==> src/common/uart_pkg.sv <==
// Purpose: Constants for the serial receive/transmit block with status and buffers
// Assumes: Avalon-MM slave, 32-bit words, byte addresses
// Notes:   Word offsets are byte addresses
//
// Overview of operation
// - Overrun flag sets when new character lands while buffer still unread.
// - Error summary sets on any error; one detail error flag always accompanies it (here a character rejected while error interrupt enable is clear sets no flags).
// - Wake-up enable set: only address characters raise the receive flag.
// - Wake-up plus no error interrupt: errored address character raises nothing.
// - Address indicator shows character type: 0 data, 1 address.
// - Divisor is low byte then high byte; valid from 3 up to FFFF.
// - Eight modulation bits add one source clock per bit where set.
// - Receive buffer holds last complete character, readable by software.
// - Seven-bit mode: receive data right-justified, top bit reads zero.
// - Transmit buffer holds character until moved into shift register and sent.
// - Any write to transmit buffer clears the transmit flag.
// - Seven-bit mode: transmitter ignores top bit; it reads as zero.
// - Parity error checked only when parity enabled, on every character.
package uart_pkg;
  localparam logic [4:0] ADDR_RX_CTRL   = 5'h00;
  localparam logic [4:0] ADDR_BAUD_LO   = 5'h04;
  localparam logic [4:0] ADDR_BAUD_HI   = 5'h08;
  localparam logic [4:0] ADDR_MOD       = 5'h0C;
  localparam logic [4:0] ADDR_RX_BUF    = 5'h10;
  localparam logic [4:0] ADDR_TX_BUF    = 5'h14;
  localparam logic [4:0] ADDR_ENABLE    = 5'h18;
  localparam logic [4:0] ADDR_CONFIG    = 5'h1C;
  // Control/status bit positions
  localparam int FE_BIT     = 7;
  localparam int PE_BIT     = 6;
  localparam int OE_BIT     = 5;
  localparam int BRK_BIT    = 4;
  localparam int EIE_BIT    = 3;
  localparam int WIE_BIT    = 2;
  localparam int WAKE_BIT   = 1;
  localparam int ERR_BIT    = 0;
  // Enable register
  localparam int TXE_BIT    = 7;
  localparam int RXE_BIT    = 6;
  // Config register: parity enable, parity even, 8-bit char, address-bit mode
  localparam int PARITY_ENABLE_BIT   = 3;
  localparam int PEV_BIT    = 2;
  localparam int CHAR8_BIT  = 1;
  localparam int ADDRM_BIT  = 0;
  // Interrupt status/mask: rx flag bit 0, tx flag bit 1
  localparam logic [5:0] ADDR_IRQ_STAT  = 6'h20;
  localparam logic [5:0] ADDR_IRQ_MASK  = 6'h24;
  localparam logic [7:0] RX_CTRL_RESET  = 8'h00;
  localparam logic [7:0] CONFIG_RESET   = 8'h02;
  localparam logic [15:0] BAUD_RESET    = 16'h0010;
  localparam logic [15:0] BAUD_MIN      = 16'h0003;
  localparam logic [15:0] BAUD_MAX      = 16'hFFFF;
  localparam logic [7:0] MOD_RESET      = 8'h00;
endpackage

==> src/rtl/uart_rx_status_and_buffers.sv <==
// Purpose: Serial transceiver with receive status, buffers and Avalon-MM registers
// Assumes: Line input synchronous to mclk; mclk is the baud source clock
// Notes:   Interrupt flags at 0x20 (status, write-one-clear) and 0x24 (mask)
//
// Decided for this implementation: register access over Avalon-MM and the register addresses.
`timescale 1ns/1ps
module uart_rx_status_and_buffers
  import uart_pkg::*;
(
  input  wire logic        mclk,
  input  wire logic        reset_n,
  input  wire logic [5:0]  address,
  input  wire logic        read,
  input  wire logic        write,
  input  wire logic [31:0] writedata,
  input  wire logic [3:0]  byteenable,
  output logic      [31:0] readdata,
  output logic             waitrequest,
  input  wire logic        serial_rx_line,
  output logic             serial_tx_line,
  output logic             irq
);

  typedef enum {S_IDLE, S_START, S_DATA, S_ADDR, S_PAR, S_STOP} ser_state_t;

  logic [7:0]  rx_ctrl;
  logic [7:0]  cfg;
  logic [15:0] baud_divisor;
  logic [7:0]  modulation_pattern;
  logic [7:0]  receive_data_buffer;
  logic [7:0]  transmit_data_buffer;
  logic [7:0]  module_enable_one;
  logic [1:0]  irq_stat;
  logic [1:0]  irq_mask;
  logic        rx_buf_full;
  logic        tx_buf_full;
  logic        ack;

  // Bit period with modulation: one extra clock where pattern bit is set
  function automatic logic [16:0] bit_len(input logic [15:0] div, input logic [7:0] pat,
                                          input logic [3:0] idx);
    bit_len = {1'b0, div} + {16'h0000, pat[idx[2:0]]};
  endfunction

  function automatic logic par_of(input logic [7:0] d, input logic a, input logic am,
                                  input logic even, input logic c8);
    logic p;
    p = ^d[6:0] ^ (c8 & d[7]) ^ (am & a);
    par_of = even ? p : ~p;
  endfunction

  wire logic c8       = cfg[CHAR8_BIT];
  wire logic am       = cfg[ADDRM_BIT];
  wire logic [3:0] nbits = c8 ? 4'h8 : 4'h7;
  wire logic wr_acc   = write & ack & byteenable[0];
  wire logic rd_acc   = read & ~ack;
  wire logic rx_buf_rd = read & ack & (address == {1'b0, ADDR_RX_BUF});
  wire logic tx_buf_wr = wr_acc & (address == {1'b0, ADDR_TX_BUF});
  wire logic tx_en    = module_enable_one[TXE_BIT];
  wire logic rx_en    = module_enable_one[RXE_BIT];

  // One wait state; writes and read side effects land on the answering edge
  always_ff @(posedge mclk or negedge reset_n) begin
    if (!reset_n) begin
      ack <= 1'b0;
    end else begin
      ack <= (read | write) & ~ack;
    end
  end
  assign waitrequest = (read | write) & ~ack;

  // Receiver
  ser_state_t  rx_st;
  logic [16:0] rx_cnt;
  logic [3:0]  rx_idx;
  logic [7:0]  rx_sh;
  logic        rx_addr;
  logic        rx_pe;
  logic        rx_done;
  logic        rx_fe;
  logic        rx_brk;
  wire logic [3:0] next_rx_idx = (rx_st == S_DATA) ? rx_idx + 4'h1 : rx_idx;

  always_ff @(posedge mclk or negedge reset_n) begin
    if (!reset_n) begin
      rx_st   <= S_IDLE;
      rx_cnt  <= 17'h00000;
      rx_idx  <= 4'h0;
      rx_sh   <= 8'h00;
      rx_addr <= 1'b0;
      rx_pe   <= 1'b0;
      rx_done <= 1'b0;
      rx_fe   <= 1'b0;
      rx_brk  <= 1'b0;
    end else begin
      rx_done <= 1'b0;
      if (!rx_en) begin
        rx_st <= S_IDLE;
      end else begin
        case (rx_st)
          S_IDLE: begin
            if (!serial_rx_line) begin
              rx_st  <= S_START;
              rx_cnt <= {2'b00, baud_divisor[15:1]};
              rx_idx <= 4'h0;
              rx_sh  <= 8'h00;
              rx_brk <= 1'b1;
            end
          end
          default: begin
            if (rx_cnt != 17'h00000) begin
              rx_cnt <= rx_cnt - 17'h00001;
            end else begin
              rx_cnt <= bit_len(baud_divisor, modulation_pattern, next_rx_idx);
              rx_brk <= rx_brk & ~serial_rx_line;
              case (rx_st)
                S_START: begin
                  rx_st <= serial_rx_line ? S_IDLE : S_DATA;
                end
                S_DATA: begin
                  rx_sh[rx_idx[2:0]] <= serial_rx_line;
                  rx_idx <= rx_idx + 4'h1;
                  if (rx_idx == nbits - 4'h1) begin
                    rx_st <= am ? S_ADDR : (cfg[PARITY_ENABLE_BIT] ? S_PAR : S_STOP);
                  end
                end
                S_ADDR: begin
                  rx_addr <= serial_rx_line;
                  rx_st   <= cfg[PARITY_ENABLE_BIT] ? S_PAR : S_STOP;
                end
                S_PAR: begin
                  rx_pe <= serial_rx_line != par_of(rx_sh, rx_addr, am, cfg[PEV_BIT],
                                                    c8);
                  rx_st <= S_STOP;
                end
                default: begin
                  rx_fe   <= ~serial_rx_line;
                  rx_done <= 1'b1;
                  rx_st   <= S_IDLE;
                  if (!cfg[PARITY_ENABLE_BIT]) begin
                    rx_pe <= 1'b0;
                  end
                  if (!am) begin
                    rx_addr <= 1'b0;
                  end
                end
              endcase
            end
          end
        endcase
      end
    end
  end

  wire logic brk_now  = rx_brk & ~serial_rx_line;
  wire logic oe_now   = rx_buf_full & ~rx_buf_rd;
  wire logic err_now  = rx_fe | rx_pe | oe_now | brk_now;
  // Overrun is not a fault of the character itself, so it never rejects one
  wire logic char_err = rx_fe | rx_pe | brk_now;
  wire logic accept   = ~char_err | rx_ctrl[EIE_BIT];
  wire logic flag_ok  = accept & (~rx_ctrl[WIE_BIT] | rx_addr);
  wire logic rx_event = rx_done & flag_ok;

  // Receive status register; hardware set beats read clear
  always_ff @(posedge mclk or negedge reset_n) begin
    if (!reset_n) begin
      rx_ctrl <= RX_CTRL_RESET;
    end else begin
      if (rx_buf_rd) begin
        rx_ctrl[FE_BIT]   <= 1'b0;
        rx_ctrl[PE_BIT]   <= 1'b0;
        rx_ctrl[OE_BIT]   <= 1'b0;
        rx_ctrl[BRK_BIT]  <= 1'b0;
        rx_ctrl[WAKE_BIT] <= 1'b0;
        rx_ctrl[ERR_BIT]  <= 1'b0;
      end else if (wr_acc && address == {1'b0, ADDR_RX_CTRL}) begin
        rx_ctrl <= writedata[7:0];
      end
      // Error bits stay set until the buffer is read or this register is written, so an overrun keeps older causes
      if (rx_done && accept) begin
        if (rx_fe) begin
          rx_ctrl[FE_BIT] <= 1'b1;
        end
        if (rx_pe) begin
          rx_ctrl[PE_BIT] <= 1'b1;
        end
        if (oe_now) begin
          rx_ctrl[OE_BIT] <= 1'b1;
        end
        if (brk_now) begin
          rx_ctrl[BRK_BIT] <= 1'b1;
        end
        if (err_now) begin
          rx_ctrl[ERR_BIT] <= 1'b1;
        end
        rx_ctrl[WAKE_BIT] <= rx_addr;
      end
    end
  end

  always_ff @(posedge mclk or negedge reset_n) begin
    if (!reset_n) begin
      receive_data_buffer <= 8'h00;
      rx_buf_full         <= 1'b0;
    end else begin
      if (rx_done && accept) begin
        receive_data_buffer <= c8 ? rx_sh : {1'b0, rx_sh[6:0]};
        rx_buf_full         <= 1'b1;
      end else if (rx_buf_rd) begin
        rx_buf_full <= 1'b0;
      end
    end
  end

  // Transmitter
  ser_state_t  tx_st;
  logic [16:0] tx_cnt;
  logic [3:0]  tx_idx;
  logic [7:0]  tx_sh;
  logic        tx_load;

  assign tx_load = tx_en && tx_st == S_IDLE && tx_buf_full && !tx_buf_wr;

  always_ff @(posedge mclk or negedge reset_n) begin
    if (!reset_n) begin
      transmit_data_buffer <= 8'h00;
      tx_buf_full          <= 1'b0;
    end else begin
      if (tx_buf_wr) begin
        transmit_data_buffer <= c8 ? writedata[7:0] : {1'b0, writedata[6:0]};
        tx_buf_full          <= 1'b1;
      end else if (tx_load) begin
        tx_buf_full <= 1'b0;
      end
    end
  end

  always_ff @(posedge mclk or negedge reset_n) begin
    if (!reset_n) begin
      tx_st          <= S_IDLE;
      tx_cnt         <= 17'h00000;
      tx_idx         <= 4'h0;
      tx_sh          <= 8'h00;
      serial_tx_line <= 1'b1;
    end else begin
      if (!tx_en) begin
        tx_st          <= S_IDLE;
        serial_tx_line <= 1'b1;
      end else if (tx_load) begin
        tx_sh          <= transmit_data_buffer;
        tx_st          <= S_START;
        tx_idx         <= 4'h0;
        tx_cnt         <= bit_len(baud_divisor, modulation_pattern, 4'h0);
        serial_tx_line <= 1'b0;
      end else if (tx_st != S_IDLE) begin
        if (tx_cnt != 17'h00000) begin
          tx_cnt <= tx_cnt - 17'h00001;
        end else begin
          tx_cnt <= bit_len(baud_divisor, modulation_pattern, tx_idx);
          case (tx_st)
            S_START: begin
              tx_st          <= S_DATA;
              serial_tx_line <= tx_sh[0];
              tx_idx         <= 4'h1;
            end
            S_DATA: begin
              if (tx_idx == nbits) begin
                if (am) begin
                  tx_st          <= S_ADDR;
                  serial_tx_line <= 1'b0;
                end else if (cfg[PARITY_ENABLE_BIT]) begin
                  tx_st          <= S_PAR;
                  serial_tx_line <= par_of(tx_sh, 1'b0, am, cfg[PEV_BIT], c8);
                end else begin
                  tx_st          <= S_STOP;
                  serial_tx_line <= 1'b1;
                end
              end else begin
                serial_tx_line <= tx_sh[tx_idx[2:0]];
                tx_idx         <= tx_idx + 4'h1;
              end
            end
            S_ADDR: begin
              tx_st          <= cfg[PARITY_ENABLE_BIT] ? S_PAR : S_STOP;
              serial_tx_line <= cfg[PARITY_ENABLE_BIT] ?
                                par_of(tx_sh, 1'b0, am, cfg[PEV_BIT], c8) : 1'b1;
            end
            S_PAR: begin
              tx_st          <= S_STOP;
              serial_tx_line <= 1'b1;
            end
            default: begin
              tx_st <= S_IDLE;
            end
          endcase
        end
      end
    end
  end

  // Control registers
  always_ff @(posedge mclk or negedge reset_n) begin
    if (!reset_n) begin
      baud_divisor       <= BAUD_RESET;
      modulation_pattern <= MOD_RESET;
      module_enable_one  <= 8'h00;
      cfg                <= CONFIG_RESET;
      irq_mask           <= 2'h0;
    end else if (wr_acc) begin
      if (address == {1'b0, ADDR_BAUD_LO}) begin
        baud_divisor[7:0] <= writedata[7:0];
      end else if (address == {1'b0, ADDR_BAUD_HI}) begin
        baud_divisor[15:8] <= writedata[7:0];
      end else if (address == {1'b0, ADDR_MOD}) begin
        modulation_pattern <= writedata[7:0];
      end else if (address == {1'b0, ADDR_ENABLE}) begin
        module_enable_one <= {writedata[7:6], 6'h00};
      end else if (address == {1'b0, ADDR_CONFIG}) begin
        cfg <= {4'h0, writedata[3:0]};
      end else if (address == ADDR_IRQ_MASK) begin
        irq_mask <= writedata[1:0];
      end
    end
  end

  // Interrupt flags: rx bit 0, tx bit 1 (tx empty); set wins over clear
  always_ff @(posedge mclk or negedge reset_n) begin
    if (!reset_n) begin
      irq_stat <= 2'h2;
    end else begin
      if (rx_buf_rd) begin
        irq_stat[0] <= 1'b0;
      end else if (wr_acc && address == ADDR_IRQ_STAT && writedata[0]) begin
        irq_stat[0] <= 1'b0;
      end
      if (rx_event) begin
        irq_stat[0] <= 1'b1;
      end
      if (tx_buf_wr) begin
        irq_stat[1] <= 1'b0;
      end else if (wr_acc && address == ADDR_IRQ_STAT && writedata[1]) begin
        irq_stat[1] <= 1'b0;
      end
      if (tx_load) begin
        irq_stat[1] <= 1'b1;
      end
    end
  end
  assign irq = |(irq_stat & irq_mask);

  // Read data registered with the answer
  always_ff @(posedge mclk or negedge reset_n) begin
    if (!reset_n) begin
      readdata <= 32'h00000000;
    end else if (rd_acc) begin
      if (address == {1'b0, ADDR_RX_CTRL}) begin
        readdata <= {24'h000000, rx_ctrl};
      end else if (address == {1'b0, ADDR_BAUD_LO}) begin
        readdata <= {24'h000000, baud_divisor[7:0]};
      end else if (address == {1'b0, ADDR_BAUD_HI}) begin
        readdata <= {24'h000000, baud_divisor[15:8]};
      end else if (address == {1'b0, ADDR_MOD}) begin
        readdata <= {24'h000000, modulation_pattern};
      end else if (address == {1'b0, ADDR_RX_BUF}) begin
        readdata <= {24'h000000, receive_data_buffer};
      end else if (address == {1'b0, ADDR_TX_BUF}) begin
        readdata <= {24'h000000, transmit_data_buffer};
      end else if (address == {1'b0, ADDR_ENABLE}) begin
        readdata <= {24'h000000, module_enable_one};
      end else if (address == {1'b0, ADDR_CONFIG}) begin
        readdata <= {24'h000000, cfg};
      end else if (address == ADDR_IRQ_STAT) begin
        readdata <= {30'h0, irq_stat};
      end else if (address == ADDR_IRQ_MASK) begin
        readdata <= {30'h0, irq_mask};
      end else begin
        readdata <= 32'h00000000;
      end
    end
  end
endmodule

==> config.mk <==
export PLATFORM = sky130hd
export DESIGN_NAME = uart_rx_status_and_buffers
export DESIGN_NICKNAME = d
export VERILOG_FILES = /design/src/common/uart_pkg.sv /design/src/rtl/uart_rx_status_and_buffers.sv
export SDC_FILE = /design/constraint.sdc
export NUM_CORES = 1
export LEC_CHECK = 0
export ABC_CLOCK_PERIOD_IN_PS = 4550
export BUFFER_PORTS_ARGS = -buffer_cell sky130_fd_sc_hd__buf_2
export CORE_MARGIN = 2
export CORE_UTILIZATION = 25
export CTS_CLUSTER_DIAMETER = 100
export DETAILED_ROUTE_END_ITERATION = 6
export PLACE_DENSITY = 0.48
export SETUP_SLACK_MARGIN = 0.5
export SYNTH_ARGS = -nofsm -noshare
export SYNTH_HDL_FRONTEND = slang
export SYNTH_SLANG_ARGS = --single-unit
==> constraint.sdc <==
create_clock -name mclk -period 4.55 [get_ports mclk]
set_input_delay 0 -clock mclk [delete_from_list [all_inputs] [get_ports mclk]]
set_output_delay 0 -clock mclk [all_outputs]
set_load 0.03 [all_outputs]
==> results by group <==
Outcome
  – Status: complete, no violations

Final layout
  – Area Overhead vs Synth: 12.88%
  – N_diodes: 0
  – Most common cell after layout, fill and taps aside: nand2_1
  – Most frequent cells in the layout: nand2_1 (140), dfrtp_1 (135), o21ai_0 (71)
  – Final-layout fill cell count: 3750
  – Fin nets: 1083
  – Layout cell share with drive strength beyond 1: 14.08%
  – Post-route cell area: 0.01022 mm2

Timing
  – Final hold vios: 0
  – Post-route setup slack: 0.9483 ns
  – Fin Setup TNS: 0 ns
  – Hold_ws: 0.1231 ns
  – Fin crit period: 3.602 ns
  – Fin. max-slew vios: 0
  – Worst Skew: 0.008304 ns
  – Final Cycle Share: 79.16%
  – Final setup vio count: 0
  – Max Freq: 277.6 MHz
  – Slew @ Worst Pin: 1.177 ns
  – RSZ-0062 raised after global routing: false
  – Rel. slew slack: 21.55%

Logic synthesis
  – FF+latch count, synth: 139
  – Ranking of synthesized cells by area: dfrtp_1 (37%), mux2_2 (5.8%), nand2_1 (5.8%)
  – Post-Syn Area per Cell: 8.860 um2
  – Yosys cell types: 71
  – Mapped cell area: 0.009055 mm2
  – Synth warn: 0
  – EDFF count, synth: 0
  – Synth async-reset ratio: 100.0%
  – Top_reg_cell synth: dfrtp_1
  – Synth Instances: 1022
  – Synth area leader: dfrtp_1
  – Yosys top cell area share: 37.31%
  – Seq/Total Area, Yosys: 38.47%

Power
  – Total Power: 3.921 mW
  – Clock power frac: 35.9%
  – Pwr Density: 383.6 mW/mm2
  – Internal power: 2.602 mW
  – Seq pwr share: 42.7%
  – LEAKAGE: 4.309 nW
  – Sw frac: 33.64%
  – Comb pwr share: 21.4%
  – P_sw: 1.319 mW
  – VDD IR max: 250.8 uV

Die
  – Die Wd: 194.3 um
  – Initial Util: 25.40%
  – Die Area: 0.03776 mm2
  – Core Area: 0.03566 mm2
  – DIE HEIGHT: 194.3 um
  – Num ports: 82
  – Rows: 69

Worst setup path
  – Crit Path Class: flop to flop
  – Worst Setup End Kind: flop
  – Reg2Reg Depth: 11
  – CP startpoint: rx_st[1]
  – Origin of the critical flop-to-flop path: rx_st[1]
  – CP Launch Type: flop
  – Worst endpoint data arrival time: 3.88 ns
  – Crit path max fanout: 12
  – Worst Path Required: 4.83 ns

Worst hold path
  – Hold path depth: 4
  – Hold_sp: address[4]
  – HP Class: input port to flop

GRT
  – Largest net degree at the start of global routing: 94
  – Via count of the first global-routing pass: 7204
  – Total gr overflow: 0
  – First-pass GRT wire length: 43040 um
  – Initial antenna violation count: 0
  – Total GRT Usage: 14.44%

Detailed routing
  – Drt first pass iters: 7
  – Post-DRT Antenna Nets: 0
  – Remaining DRCs: 0
  – Initial DRC count: 535
  – DR vias/cell: 5.110
  – Routed wire per std cell: 18.24 um
  – Routed WL: 27330 um
  – Via count: 7655

CTS
  – Post-CTS Setup Bufs: 0
  – CTS Buf Count: 17
  – H-tree levels: 4
  – CTS clk-pin slew, worst paths: 0.06 ns
  – Root Buffer: clkbuf_16
  – PostCTS Resize Cnt: 0
  – Clock Sink Count: 139
  – Clk Latency, worst-skew pair: 0.43 ns
  – CTS tree: yes
  – CTS max path bufs: 2

Place
  – Dpl cell area: 0.009515 mm2
  – IO Port Bufs: 30
  – GPL Wtd Cong: 0.8252
  – DP Worst Slack: 1.025 ns
  – Final HPWL DP: 19030 um

Run
  – Number of max-cap violations: 0
layout make-up:
cell class	count	area, um2	share of cell area [%]
multi-input cells	795	5152	50.41
flip-flops and latches	139	3483	34.08
well taps	461	576.8	5.643
clock buffers	20	446.7	4.370
repair buffers	52	351.6	3.440
clock inverters	12	138.9	1.359
inverters	19	71.32	0.6978
routing by layer:
metal	vias up	part of all wire (%)	routed length (um)	GRT usage, %
met5	-	0	0	0
met4	0	1.2	331	3.846
met3	19	3.3	903	2.204
met2	145	46	12550	22.28
met1	3811	50	13540	20.97
li1	3680	-	-	-
repair_timing:
item	in CTS	in global routing
hold endpoints to repair	133	0
endpoints found under the setup margin	0	0
hold buffers	12	0
cells by family after synthesis:
family,count (synthesis),synth area share (%)
and+or+nand+nor,387,21.29
DFF,139,38.47
adders and majority gates,12,1.658
AOI/OAI and AO/OA,233,16.49
xor gates and xnor gates,70,6.923
other,1,0.04141
buffers and inverters,111,5.748
muxes,69,9.382
flip-flops by register name, summed over array words and instances (netlist names), 4 cells and up:
signal / flops
rx_idx: 4
baud_divisor: 16
rx_ctrl: 8
cfg: 4
rx_cnt: 17
tx_sh: 8
modulation_pattern: 8
transmit_data_buffer: 8
tx_cnt: 17
readdata: 8
rx_sh: 8
tx_idx: 4
receive_data_buffer: 8
power by group through the flow:
stage / Clock, mW / Sequential [mW] / Combinational [mW]
2_1_floorplan: 0 / 1.57 / 0.695
3_3_place_gp: 0 / 1.69 / 0.816
3_5_place_dp: 0 / 1.69 / 0.828
4_1_cts: 1.44 / 1.67 / 0.838
5_1_grt: 1.48 / 1.71 / 0.951
6_report: 1.41 / 1.68 / 0.839
critical path, stage by stage (launching register included):
cell,delay (ns)
dfrtp_1,0.57
nand2b_1,0.16
nor2_1,0.36
xnor2_1,0.26
mux4_2,0.56
mux2_2,0.29
ha_1,0.25
ha_1,0.27
and4_1,0.31
nand3_1,0.13
xor2_1,0.16
o221ai_1,0.15
cell usage after synthesis, types with 11 or more instances:
cell type,instances
a21oi_1,52
nor3_1,22
xor2_1,30
clkbuf_1,57
nor4_1,19
nand3_1,41
nand4_1,20
mux2_2,47
mux2i_1,14
nand2_1,140
o22ai_1,12
dfrtp_1,135
a211oi_1,11
o21ai_0,71
inv_1,19
buf_4,24
ha_1,12
a22oi_1,12
xnor2_1,39
and3_1,17
a31oi_1,12
nor2_1,64
final timing paths:
path	end	slack [ns]
max reg2reg	rx_cnt[12]	0.95
max in group asynchronous	tx_cnt[16]	3.13
min in group asynchronous	rx_sh[0]	0.26
max	rx_cnt[12]	0.95
min	readdata[5]	0.12
min reg2reg	readdata[4]	0.48
per-stage QoR:
step           instances  utilization, %
2_1_floorplan       1045               -
3_3_place_gp        1454           26.69
3_5_place_dp        1454           26.69
4_1_cts             1498           28.67
5_1_grt             1498           28.67
6_report            1498           28.67
No activity file was read; power rests on OpenSTA's default activity.
